<file path="config.mk">
export PLATFORM = sky130hd
export DESIGN_NAME = jtpe_tap
export DESIGN_NICKNAME = d
export VERILOG_FILES = /design/src/include/jtpe_pkg.sv /design/src/hdl/jtpe_sync.sv /design/src/hdl/jtpe_tap.sv
export SDC_FILE = /design/constraint.sdc
export NUM_CORES = 1
export LEC_CHECK = 0
export BUFFER_PORTS_ARGS = -buffer_cell sky130_fd_sc_hd__buf_2
export CORE_MARGIN = 1
export CORE_UTILIZATION = 52
export DETAILED_ROUTE_END_ITERATION = 8
export GPL_ROUTABILITY_DRIVEN = 0
export HOLD_SLACK_MARGIN = 0.03
export PLACE_DENSITY = 0.74
export REMOVE_ABC_BUFFERS = 1
export SKIP_CTS_REPAIR_TIMING = 1
export SLEW_MARGIN = 0
export SYNTH_ARGS = -nofsm -noshare
export SYNTH_HDL_FRONTEND = slang
export SYNTH_HIERARCHICAL = 1
export SYNTH_SLANG_ARGS = --single-unit
</file>
<file path="constraint.sdc">
create_clock -name ref_clk -period 1.6 [get_ports ref_clk]
set_input_delay 0.16 -clock ref_clk [delete_from_list [all_inputs] [get_ports ref_clk]]
set_output_delay 0.16 -clock ref_clk [all_outputs]
set_load 0.01 [all_outputs]
</file>
<file path="src/include/jtpe_pkg.sv">
package jtpe_pkg;

	// -----------------------------------------------------------------
	// Test access port controller states
	// -----------------------------------------------------------------
	typedef enum logic [3:0] {
		ST_RESET = 4'h0,
		ST_IDLE = 4'h1,
		ST_SEL_DR = 4'h2,
		ST_CAP_DR = 4'h3,
		ST_SH_DR = 4'h4,
		ST_EX1_DR = 4'h5,
		ST_PAU_DR = 4'h6,
		ST_EX2_DR = 4'h7,
		ST_UPD_DR = 4'h8,
		ST_SEL_IR = 4'h9,
		ST_CAP_IR = 4'hA,
		ST_SH_IR = 4'hB,
		ST_EX1_IR = 4'hC,
		ST_PAU_IR = 4'hD,
		ST_EX2_IR = 4'hE,
		ST_UPD_IR = 4'hF
	} jtpe_state_t;

	// -----------------------------------------------------------------
	// Register sizes, capture and reset values
	// -----------------------------------------------------------------
	localparam int IR_WIDTH = 4;
	localparam int DR_WIDTH = 8;
	localparam logic [3:0] IR_CAPTURE = 4'h1;
	localparam logic [3:0] IR_RESET = 4'hF;
	// Instruction that selects the emulation pin direction register.
	localparam logic [3:0] IR_EMU_DIR = 4'h2;
	// Instruction that selects the one-bit bypass register.
	localparam logic [3:0] IR_BYPASS = 4'hF;
	localparam logic [7:0] DR_RESET = 8'h00;
	// Number of flip-flops in each pin synchroniser.
	localparam int SYNC_STAGES = 2;

endpackage : jtpe_pkg

</file>
<file path="src/hdl/jtpe_sync.sv">
`timescale 1ns/1ps

// -----------------------------------------------------------------
// Two-flop synchroniser for a group of pin inputs
// -----------------------------------------------------------------
module jtpe_sync
	import jtpe_pkg::*;
#(
	parameter int WIDTH = 1
)
(
	// Clock and reset.
	input wire logic ref_clk,
	input wire logic reset_n,
	// Asynchronous pins and their synchronised copies.
	input wire logic [WIDTH-1:0] pinIn,
	output logic [WIDTH-1:0] pinOut
);

	// First stage is read only by the second stage.
	logic [WIDTH-1:0] meta;

	// Both stages reset to zero; the pins are sampled once per clock.
	always_ff @(posedge ref_clk or negedge reset_n)
	begin
		if (!reset_n)
		begin
			meta <= '0;
			pinOut <= '0;
		end
		else
		begin
			meta <= pinIn;
			pinOut <= meta;
		end
	end

endmodule : jtpe_sync

</file>
<file path="src/hdl/jtpe_tap.sv">
// Behaviour
// - TMS steps state on rising TCK.
// - TDI shifts into selected register on rise.
// - TDO changes on falling TCK edge.
// - Emulation pins bidirectional while TRST high.
// - Pin a high, b low at TRST rise: boundary scan.
// - Pin a 0, b 1 at reset exit: hold.
// - Hold mode suspends the bootloader.
// - TRST low means functional mode, scan ignored.
`timescale 1ns/1ps

module jtpe_tap
	import jtpe_pkg::*;
(
	// Clock and reset.
	input wire logic ref_clk,
	input wire logic reset_n,
	// Test port pins from the probe.
	input wire logic tck,
	input wire logic tms,
	input wire logic tdi,
	input wire logic trst,
	// Test data out.
	output logic tdo,
	output logic tdoEn,
	// Emulation pin a, split into input, output and enable.
	input wire logic debug_event_pin_a_in,
	output logic debug_event_pin_a_out,
	output logic debug_event_pin_a_oe,
	// Emulation pin b, split into input, output and enable.
	input wire logic debug_event_pin_b_in,
	output logic debug_event_pin_b_out,
	output logic debug_event_pin_b_oe,
	// Core-side debug interrupt lines.
	input wire logic coreDebugIrqOut,
	output logic coreDebugIrqA,
	output logic coreDebugIrqB,
	// Mode status towards the core.
	output logic boundaryScanMode,
	output logic boot_hold_waiting_mode,
	output logic bootSuspend
);

	// -----------------------------------------------------------------
	// Pin synchronisation
	// -----------------------------------------------------------------
	logic [5:0] syncPins; // Synchronised tck, tms, tdi, trst, pin a and pin b.
	logic [5:0] rawPins; // Pins gathered for the synchroniser.
	assign rawPins = {tck, tms, tdi, trst, debug_event_pin_a_in, debug_event_pin_b_in};

	jtpe_sync #(.WIDTH(6)) uSync (
		.ref_clk(ref_clk),
		.reset_n(reset_n),
		.pinIn(rawPins),
		.pinOut(syncPins)
	);

	// One plain vector on the port keeps the output connection a single variable.
	wire [4:0] pinSync = syncPins[5:1]; // Synchronised tck, tms, tdi, trst and pin a.
	wire pinBSync = syncPins[0]; // Synchronised pin b.
	wire tckS = pinSync[4]; // Test clock after sync.
	wire tmsS = pinSync[3]; // Mode select after sync.
	wire tdiS = pinSync[2]; // Data in after sync.
	wire trstS = pinSync[1]; // Test reset after sync.
	wire pinAS = pinSync[0]; // Pin a after sync.

	// -----------------------------------------------------------------
	// Edge detection on the sampled test clock and test reset
	// -----------------------------------------------------------------
	logic tckD; // Previous synchronised test clock.
	logic trstD; // Previous synchronised test reset.
	always_ff @(posedge ref_clk or negedge reset_n)
	begin
		if (!reset_n)
		begin
			tckD <= 1'b0;
			trstD <= 1'b0;
		end
		else
		begin
			tckD <= tckS;
			trstD <= trstS;
		end
	end

	// Edges only count while the scan system owns the port.
	wire tckRise = tckS & ~tckD & trstS;
	wire tckFall = ~tckS & tckD & trstS;
	wire trstRise = trstS & ~trstD;

	// -----------------------------------------------------------------
	// Controller state machine
	// -----------------------------------------------------------------
	jtpe_state_t state;
	jtpe_state_t next_state;

	// Standard next-state table driven by the sampled mode select.
	always_comb
	begin
		unique case (state)
			ST_RESET: next_state = tmsS ? ST_RESET : ST_IDLE;
			ST_IDLE: next_state = tmsS ? ST_SEL_DR : ST_IDLE;
			ST_SEL_DR: next_state = tmsS ? ST_SEL_IR : ST_CAP_DR;
			ST_CAP_DR: next_state = tmsS ? ST_EX1_DR : ST_SH_DR;
			ST_SH_DR: next_state = tmsS ? ST_EX1_DR : ST_SH_DR;
			ST_EX1_DR: next_state = tmsS ? ST_UPD_DR : ST_PAU_DR;
			ST_PAU_DR: next_state = tmsS ? ST_EX2_DR : ST_PAU_DR;
			ST_EX2_DR: next_state = tmsS ? ST_UPD_DR : ST_SH_DR;
			ST_UPD_DR: next_state = tmsS ? ST_SEL_DR : ST_IDLE;
			ST_SEL_IR: next_state = tmsS ? ST_RESET : ST_CAP_IR;
			ST_CAP_IR: next_state = tmsS ? ST_EX1_IR : ST_SH_IR;
			ST_SH_IR: next_state = tmsS ? ST_EX1_IR : ST_SH_IR;
			ST_EX1_IR: next_state = tmsS ? ST_UPD_IR : ST_PAU_IR;
			ST_PAU_IR: next_state = tmsS ? ST_EX2_IR : ST_PAU_IR;
			ST_EX2_IR: next_state = tmsS ? ST_UPD_IR : ST_SH_IR;
			ST_UPD_IR: next_state = tmsS ? ST_SEL_DR : ST_IDLE;
		endcase
	end

	// State steps on each rising test clock; low test reset forces reset.
	always_ff @(posedge ref_clk or negedge reset_n)
	begin
		if (!reset_n)
			state <= ST_RESET;
		else if (!trstS)
			state <= ST_RESET;
		else if (tckRise)
			state <= next_state;
	end

	// -----------------------------------------------------------------
	// Instruction and data registers
	// -----------------------------------------------------------------
	logic [IR_WIDTH-1:0] irShift; // Instruction shift stage.
	logic [IR_WIDTH-1:0] irHold; // Current instruction.
	logic [DR_WIDTH-1:0] drShift; // Data shift stage.
	logic [1:0] emuDir; // Output enables for pins a and b.
	logic bypassBit; // One-bit bypass register.

	wire selDir = (irHold == IR_EMU_DIR); // Direction register selected.
	wire drLsb = selDir ? drShift[0] : bypassBit; // Serial out of the data path.

	// Capture, shift and update, all on rising test clock edges.
	always_ff @(posedge ref_clk or negedge reset_n)
	begin
		if (!reset_n)
		begin
			irShift <= IR_RESET;
			irHold <= IR_RESET;
			drShift <= DR_RESET;
			emuDir <= 2'h0;
			bypassBit <= 1'b0;
		end
		else if (!trstS || state == ST_RESET)
		begin
			irHold <= IR_RESET;
			emuDir <= 2'h0;
		end
		else if (tckRise)
		begin
			unique case (state)
				ST_CAP_IR: irShift <= IR_CAPTURE;
				ST_SH_IR: irShift <= {tdiS, irShift[IR_WIDTH-1:1]};
				ST_UPD_IR: irHold <= irShift;
				ST_CAP_DR:
				begin
					drShift <= {6'h00, emuDir};
					bypassBit <= 1'b0;
				end
				ST_SH_DR:
				begin
					drShift <= {tdiS, drShift[DR_WIDTH-1:1]};
					bypassBit <= tdiS;
				end
				ST_UPD_DR: if (selDir) emuDir <= drShift[1:0];
				default: ;
			endcase
		end
	end

	// -----------------------------------------------------------------
	// Test data out, changed only on falling test clock edges; low test reset also drops the enable
	// -----------------------------------------------------------------
	always_ff @(posedge ref_clk or negedge reset_n)
	begin
		if (!reset_n)
		begin
			tdo <= 1'b0;
			tdoEn <= 1'b0;
		end
		else if (!trstS)
			tdoEn <= 1'b0;
		else if (tckFall)
		begin
			tdo <= (state == ST_SH_IR) ? irShift[0] : drLsb;
			tdoEn <= (state == ST_SH_IR) || (state == ST_SH_DR);
		end
	end

	// -----------------------------------------------------------------
	// Emulation pins and modes
	// -----------------------------------------------------------------
	logic holdSampled; // Hold condition caught at reset release.

	// Pins act as interrupt lines only while the scan system is in control.
	always_ff @(posedge ref_clk or negedge reset_n)
	begin
		if (!reset_n)
		begin
			debug_event_pin_a_out <= 1'b0;
			debug_event_pin_a_oe <= 1'b0;
			debug_event_pin_b_out <= 1'b0;
			debug_event_pin_b_oe <= 1'b0;
			coreDebugIrqA <= 1'b0;
			coreDebugIrqB <= 1'b0;
		end
		else
		begin
			debug_event_pin_a_out <= coreDebugIrqOut;
			debug_event_pin_b_out <= coreDebugIrqOut;
			debug_event_pin_a_oe <= trstS & emuDir[0];
			debug_event_pin_b_oe <= trstS & emuDir[1];
			coreDebugIrqA <= trstS & ~emuDir[0] & pinAS;
			coreDebugIrqB <= trstS & ~emuDir[1] & pinBSync;
		end
	end

	// Boundary scan latches on a test reset rise; hold is sampled once after reset.
	// The sample waits for the synchroniser to fill, so it trusts real pin levels.
	logic [1:0] releaseCnt; // Clocks since reset release.
	always_ff @(posedge ref_clk or negedge reset_n)
	begin
		if (!reset_n)
		begin
			boundaryScanMode <= 1'b0;
			boot_hold_waiting_mode <= 1'b0;
			bootSuspend <= 1'b0;
			holdSampled <= 1'b0;
			releaseCnt <= 2'h0;
		end
		else
		begin
			if (trstRise && pinAS && !pinBSync)
				boundaryScanMode <= 1'b1;
			if (releaseCnt != 2'h3)
				releaseCnt <= releaseCnt + 2'h1;
			if (releaseCnt == 2'h2 && !holdSampled)
			begin
				holdSampled <= 1'b1;
				boot_hold_waiting_mode <= !pinAS && pinBSync;
				bootSuspend <= !pinAS && pinBSync;
			end
		end
	end
endmodule : jtpe_tap

</file>
==> results of run 1 <==
==> sequential cells by signal (all words and copies together), names as in the netlist, 2 cells and up <==
register	cells
irShift	4
uSync/meta	6
releaseCnt	2
emuDir	2
drShift	8
irHold	4
state	4
uSync/pinOut	6
==> worst max-delay path, stage by stage, from the launching register on <==
cell and delay, ns:
sky130_fd_sc_hd__dfrtp_1 0.42, sky130_fd_sc_hd__or3b_1 0.38, sky130_fd_sc_hd__a211o_2 0.42, sky130_fd_sc_hd__a22o_1 0.20
==> per-stage QoR <==
stage               cells  area, sq um  hold WS (ns)
floorplan             163         1950        -0.136
global placement      242         2190         0.268
detailed placement    242         2190         0.270
CTS                   250         2320       -0.0480
global route          258         2410         0.361
finish                258         2410         0.356
==> layout make-up <==
class,instances,share of cell area
clock inverters,2,0.0161
repair buffers,39,0.110
inverters,6,0.00936
well taps,48,0.0249
clock buffers,6,0.0343
multi-input cells,109,0.302
flip-flops and latches,48,0.503
==> layer usage <==
metal,share of wire,GRT usage,vias to the layer above
met3,0.049,0.0571,10
met2,0.49,0.328,38
met4,0.018,0.0778,2
met1,0.44,0.261,680
met5,0.0035,0,-
li1,-,-,673
==> cells in the final DEF (no fill, tap or decap), types with 5 or more instances in the layout <==
cell type / instances
sky130_fd_sc_hd__nand2_1: 22
sky130_fd_sc_hd__o21ai_0: 11
sky130_fd_sc_hd__a22o_1: 6
sky130_fd_sc_hd__dlygate4sd3_1: 8
sky130_fd_sc_hd__nor2_1: 5
sky130_fd_sc_hd__buf_4: 12
sky130_fd_sc_hd__buf_2: 19
sky130_fd_sc_hd__inv_1: 5
sky130_fd_sc_hd__mux2i_1: 9
sky130_fd_sc_hd__nand3_1: 5
sky130_fd_sc_hd__dfrtp_1: 40
sky130_fd_sc_hd__clkbuf_8: 6
sky130_fd_sc_hd__dfstp_2: 8
==> cells by family (layout without fill, tap and decap cells) <==
logic type                 after synthesis  count (layout)  share of synthesized area
xor gates and xnor gates                 2               2                    0.00865
DFF                                     48              48                      0.598
adders and majority gates                2               2                     0.0124
AOI/OAI and AO/OA                       37              37                      0.124
buffers and inverters                   19              53                     0.0482
and+or+nand+nor                         58              58                      0.158
muxes                                   10              10                     0.0501
==> path summary, 6_finish.rpt <==
path / start / endpoint / slack, ns / cells after the start
max in group asynchronous: reset_n / irHold[3] / 0.74 / 3
max reg2reg: state[1] / drShift[5] / 0.07 / 3
min: uSync/meta[1] / uSync/pinOut[1] / 0.36 / 0
min in group asynchronous: reset_n / boundaryScanMode / 0.47 / 3
min reg2reg: uSync/meta[1] / uSync/pinOut[1] / 0.36 / 0
max: state[1] / drShift[5] / 0.07 / 3
==> report_power, final <==
part / leakage [nW] / switching, W / internal [W] / total (W)
combinational: 0.471 / 0.0000998 / 0.0000803 / 0.000180
sequential: 0.581 / 0.0000278 / 0.00125 / 0.00128
clock: 0.0614 / 0.000392 / 0.000511 / 0.000902
total: 1.11 / 0.000519 / 0.00184 / 0.00236
==> PnR_summary.wiki, run 1 <==
{| class="wikitable"
! Metric !! Value
|-
| Synthesized area || 2020 sq um
|-
| Quantity of I/O buffers inserted on ports || 19
|-
| Number of instances in the synthesized netlist || 176
|-
| Final-layout setup total negative slack || 0 ns
|-
| Crit. End Element || register
|-
| Final worst path period need || 1.53 ns
|-
| Via total after detailed routing || 1403
|-
| Number of sinks driven by the clock tree || 48
|-
| Synth cell types || 46
|-
| Most used DFF post-synth || sky130_fd_sc_hd__dfrtp_1
|-
| Yosys synthesis warning count || 6
|-
| Max rail drop VDD || 0.675 mV
|-
| Die area || 4150 sq um
|-
| Number of antenna repair diodes || 0
|-
| Outcome || complete, no violations
|-
| Area of the core || 3690 sq um
|-
| Top cells by area, synth || sky130_fd_sc_hd__dfrtp_1 49%, sky130_fd_sc_hd__dfstp_2 10%, sky130_fd_sc_hd__mux2i_1 4.4%
|-
| Die X-Extent || approximately 64 um
|-
| Fill cells || 287
|-
| Layout Skew || around 0.0033 ns
|-
| Max-cap violations || 0
|-
| Level count of the clock H-tree || 2
|-
| Arrival time of the worst setup path || 1.73 ns
|-
| Power density of the placed cells || 981 nW/um^2
|-
| Number of enable-type register cells in the synthesized netlist || 0
|-
| Pre-CTS setup slack || -0.0479 ns
|-
| Via count of the first global-routing pass || 1396
|-
| Cell type contributing the most total cell area after synthesis || sky130_fd_sc_hd__dfrtp_1
|-
| Number of nets in the layout || 220
|-
| Maximum fanout along the worst path || 10
|-
| Utilization of the core after routing || 0.653
|-
| Clock tree from TritonCTS || done
|-
| Initial DRC count || between 100 and 150
|-
| Initial standard-cell utilization of the core || 0.549
|-
| Crit path kind || register to register
|-
| Maximum number of pins on one net before global-route repair || 49
|-
| Routed Wire Length || 3720 um
|-
| Post-detailed-route DRC marker count || 0
|-
| Fraction of the yosys area taken by sequential cells || 0.598
|-
| Cell with the most instances after synthesis || sky130_fd_sc_hd__dfrtp_1
|-
| Number of pins with negative max-slew slack in the final report || 0
|-
| Register area || 1210 sq um
|-
| Wire per inst || 14.4 um
|-
| Share of final-layout standard cells stronger than drive strength 1 || 0.267
|-
| Min-Delay Path Class || register to register
|-
| Routed via count divided by cell count || 5.44
|-
| Die span in y || between 60 and 70 um
|-
| Clock transition at the registers of the reported paths || 0.08 ns
|-
| Wire length of the first global-routing pass || 6320 um
|-
| Remaining Overflow, GRT || 0
|-
| Insertion delay of the later-clocked pin in the worst-skew pair || ~0.30 ns
|-
| Required time of the critical path || 1.79 ns
|-
| Initial antenna violation count || 1
|-
| Slew of the pin with the lowest slew margin || roughly 0.58 ns
|-
| Share of the cycle needed by the critical path after routing || 0.959
|-
| First-pass DRT Iterations || 4
|-
| Fin. Hold Viols || 0
|-
| Remaining max-slew budget at the tightest pin || 0.615
|-
| Overall Power || 0.00236 W
|-
| Clk Tree Root Cell || sky130_fd_sc_hd__clkbuf_8
|-
| Final number of setup-violating endpoints || 0
|-
| Share of Yosys cell area claimed by the top area cell type || 0.494
|-
| Signed area change from the synthesized netlist to the final layout || 18.9%
|-
| Achievable frequency || 652 MHz
|-
| Average instance area after synthesis || 11.5 sq um
|-
| Top cell types by occurrence after synthesis || 40 x sky130_fd_sc_hd__dfrtp_1, 22 x sky130_fd_sc_hd__nand2_1, 11 x sky130_fd_sc_hd__o21ai_0
|-
| Number of CTS-inserted buffers || 5
|-
| Row count || 22
|-
| Sum of net half-perimeters after detailed placement || 2540 um
|-
| Crit path launch type || register
|-
| Number of ports placed on the die boundary || 20
|-
| Max clock buf depth || 2
|-
| Overall routing resource usage || 0.204
|-
| Number of synthesized register bits || 48
|-
| Lkg Pwr || 1.11 nW
|-
| Area taken by multi-input logic gates || 727 sq um
|-
| Residual antenna-violating net count after detailed routing || 0
|-
| Fraction of synthesis flops using an asynchronous set or reset pin || 1.00
|-
| Setup slack of the critical path after layout || 0.0653 ns
|}
(Power assumes the default switching activity.)
==> inputs of run 2 (changes only) <==
SETUP_SLACK_MARGIN = 0.4   (was default)
==> run 2 against run 1 <==
Compared with the run above: final cell count increased by 5.0%; sequential share of layout area shrank 4.6 points; sequential power barely moved; total power rose by 2.7%; wire length rose by 18%; via count is 6.8% higher; register-to-register slack gained 0.02 ns.
==> PnR_summary.wiki, run 2 (synthesis results as in run 1) <==
{| class="wikitable"
! Metric !! Value
|-
| Die area || 4150 sq um (unchanged)
|-
| Post-detailed-route DRC marker count || 0 (unchanged)
|-
| Share of final-layout standard cells stronger than drive strength 1 || 0.426 (was 0.267)
|-
| Power density of the placed cells || 913 nW/um^2 (was 981 nW/um^2)
|-
| Crit path kind || register to register (unchanged)
|-
| Routed Wire Length || 4380 um (was 3720 um)
|-
| Chain of cells forming the critical path || or3b_4 > a211o_4 > a22o_1 (was or3b_1 > a211o_2 > a22o_1)
|-
| Remaining max-slew budget at the tightest pin || 0.613 (was 0.615)
|-
| Max clock buf depth || 2 (unchanged)
|-
| Final number of setup-violating endpoints || 0 (unchanged)
|-
| Sw power || 0.000547 W (was 0.000519 W)
|-
| Number of antenna repair diodes || 0 (unchanged)
|-
| Number of cells in the finished layout apart from fillers || 271 (was 258)
|-
| Max rail drop VDD || 0.670 mV (was 0.675 mV)
|-
| Level count of the clock H-tree || 2 (unchanged)
|-
| Clock transition at the registers of the reported paths || 0.08 ns (about the same)
|-
| Max-cap violations || 0 (unchanged)
|-
| Via count of the first global-routing pass || 1396 (unchanged)
|-
| Initial antenna violation count || 1 (unchanged)
|-
| Outcome || complete, no violations (unchanged)
|-
| Wire per inst || 16.2 um (was 14.4 um)
|-
| Crit. End Element || register (unchanged)
|-
| First-pass DRT Iterations || 4 (unchanged)
|-
| Achievable frequency || 659 MHz (was 652 MHz)
|-
| Maximum number of pins on one net before global-route repair || 49 (unchanged)
|-
| Commonest cells after routing, fill and taps aside || 37 x sky130_fd_sc_hd__dfrtp_1, 20 x sky130_fd_sc_hd__buf_2, 18 x sky130_fd_sc_hd__nand2_1, 18 x sky130_fd_sc_hd__buf_4, 9 x sky130_fd_sc_hd__mux2i_1 (was 40 x sky130_fd_sc_hd__dfrtp_1, 22 x sky130_fd_sc_hd__nand2_1, 19 x sky130_fd_sc_hd__buf_2)
|-
| Max reg flops || 8 (unchanged)
|-
| Initial standard-cell utilization of the core || 0.549 (unchanged)
|-
| Residual antenna-violating net count after detailed routing || 0 (unchanged)
|-
| Portion of total power attributed to sequential cells || 0.530 (was 0.542)
|-
| Min-Delay Path Class || register to register (unchanged)
|-
| Top reg by flops || drShift (unchanged)
|-
| Maximum fanout along the worst path || 5 (was 10)
|-
| Lkg Pwr || 1.21 nW (was 1.11 nW)
|-
| Combinational group share of total power || 0.098 (was 0.076)
|-
| Arrival time of the worst setup path || 1.71 ns (was 1.73 ns)
|-
| Setup slack of the critical path after layout || 0.0830 ns (was 0.0653 ns)
|-
| Clock tree from TritonCTS || done (unchanged)
|-
| Largest regs || drShift: 8 flops, uSync/meta: 6 flops, uSync/pinOut: 6 flops (unchanged)
|-
| Signed area change from the synthesized netlist to the final layout || 31.2% (was 18.9%)
|-
| Via total after detailed routing || 1499 (was 1403)
|-
| Final-layout setup total negative slack || 0 ns (unchanged)
|-
| Pre-CTS setup slack || -0.0479 ns (unchanged)
|-
| Wire length of the first global-routing pass || 6320 um (unchanged)
|-
| Number of CTS-inserted buffers || 5 (unchanged)
|-
| RSZ-0062 raised after global routing || true
|-
| Worst hold slack across all endpoints || 0.356 ns (about the same)
|-
| Leading cell type in the layout, fill and taps excluded || sky130_fd_sc_hd__dfrtp_1 (unchanged)
|-
| Required time of the critical path || 1.79 ns (about the same)
|-
| Number of sinks driven by the clock tree || 48 (unchanged)
|-
| Initial DRC count || 125 (was 109)
|-
| Remaining Overflow, GRT || 0 (unchanged)
|-
| Quantity of I/O buffers inserted on ports || 19 (unchanged)
|-
| Sum of net half-perimeters after detailed placement || 2540 um (unchanged)
|-
| Layout Skew || 0.00228 ns (was 0.00334 ns)
|-
| Routed via count divided by cell count || 5.53 (was 5.44)
|-
| Number of ports placed on the die boundary || 20 (unchanged)
|-
| Clk Tree Root Cell || sky130_fd_sc_hd__clkbuf_8 (unchanged)
|-
| Final worst path period need || 1.52 ns (was 1.53 ns)
|-
| Number of cells after detailed placement || 242 (unchanged)
|-
| Crit path launch type || register (unchanged)
|-
| Area of the core || 3690 sq um (unchanged)
|-
| Standard cell with the maximum stage delay on the critical path || sky130_fd_sc_hd__dfrtp_2 (was sky130_fd_sc_hd__dfrtp_1)
|-
| Die X-Extent || 64.4 um (unchanged)
|-
| Slew of the pin with the lowest slew margin || 0.580 ns (was 0.578 ns)
|-
| Number of nets in the layout || 233 (was 220)
|-
| Die span in y || 64.4 um (unchanged)
|-
| Insertion delay of the later-clocked pin in the worst-skew pair || 0.30 ns (about the same)
|-
| Fraction of power consumed by the clock network || 0.373 (was 0.382)
|-
| Number of pins with negative max-slew slack in the final report || 0 (unchanged)
|-
| Fin. Hold Viols || 0 (unchanged)
|-
| Largest stage delay on the critical path || 0.46 ns (was 0.42 ns)
|-
| Switching power as a share of total power || 0.225 (was 0.220)
|-
| Row count || 22 (unchanged)
|-
| Total internal power || 0.00188 W (was 0.00184 W)
|-
| Overall routing resource usage || 0.204 (unchanged)
|-
| Share of the cycle needed by the critical path after routing || 0.948 (was 0.959)
|}
## run 2: final timing paths
check	start	endpoint	slack, ns	cells after the start
min in group asynchronous	reset_n	boundaryScanMode	0.47	3
max in group asynchronous	reset_n	state[2]	0.70	3
worst min-delay path	uSync/meta[5]	uSync/pinOut[5]	0.36	0
worst max register to register	state[0]	drShift[5]	0.08	3
worst min register to register	uSync/meta[5]	uSync/pinOut[5]	0.36	0
worst max-delay path	state[0]	drShift[5]	0.08	3
## run 2: per-layer routing
layer  routed length (um)  global-route usage  vias up
li1                     -                   -      706
met1                 1870               0.261      734
met2                 2190               0.328       45
met3                  201              0.0571       12
met4                  106              0.0778        2
met5                   13                   0        -
## run 2: power by group through the flow
stage | Clock [W] | Sequential [W] | Combinational, W
CTS | 0.000927 | 0.00128 | 0.000167
global route | 0.000973 | 0.00129 | 0.000257
floorplan | 0 | 0.00131 | 0.0000617
global placement | 0 | 0.00130 | 0.000160
detailed placement | 0 | 0.00130 | 0.000166
finish | 0.000904 | 0.00129 | 0.000237
## run 2: critical path, delay by kind of cell (launching register included)
kind | cells | cell delay, ns
compound gates | 2 | 0.55
flops | 1 | 0.46
simple gates | 1 | 0.40
## run 2: stage by stage
step | power, W | util | cell area, sq um
6_report | 0.00243 | 0.720 | 2660
5_1_grt | 0.00252 | 0.720 | 2660
4_1_cts | 0.00237 | 0.628 | 2320
3_5_place_dp | 0.00147 | 0.595 | 2190
3_3_place_gp | 0.00146 | 0.595 | 2190
2_1_floorplan | 0.00138 | - | 1950
## run 2: cell type report
type / instances / area, sq um
clock inverter: 2 / 38.8
tap: 48 / 60.1
multi-input combinational: 110 / 862
fill: 254 / 1030
sequential: 48 / 1210
clock buffer: 6 / 82.6
timing repair buffer: 51 / 375
inverter: 6 / 22.5
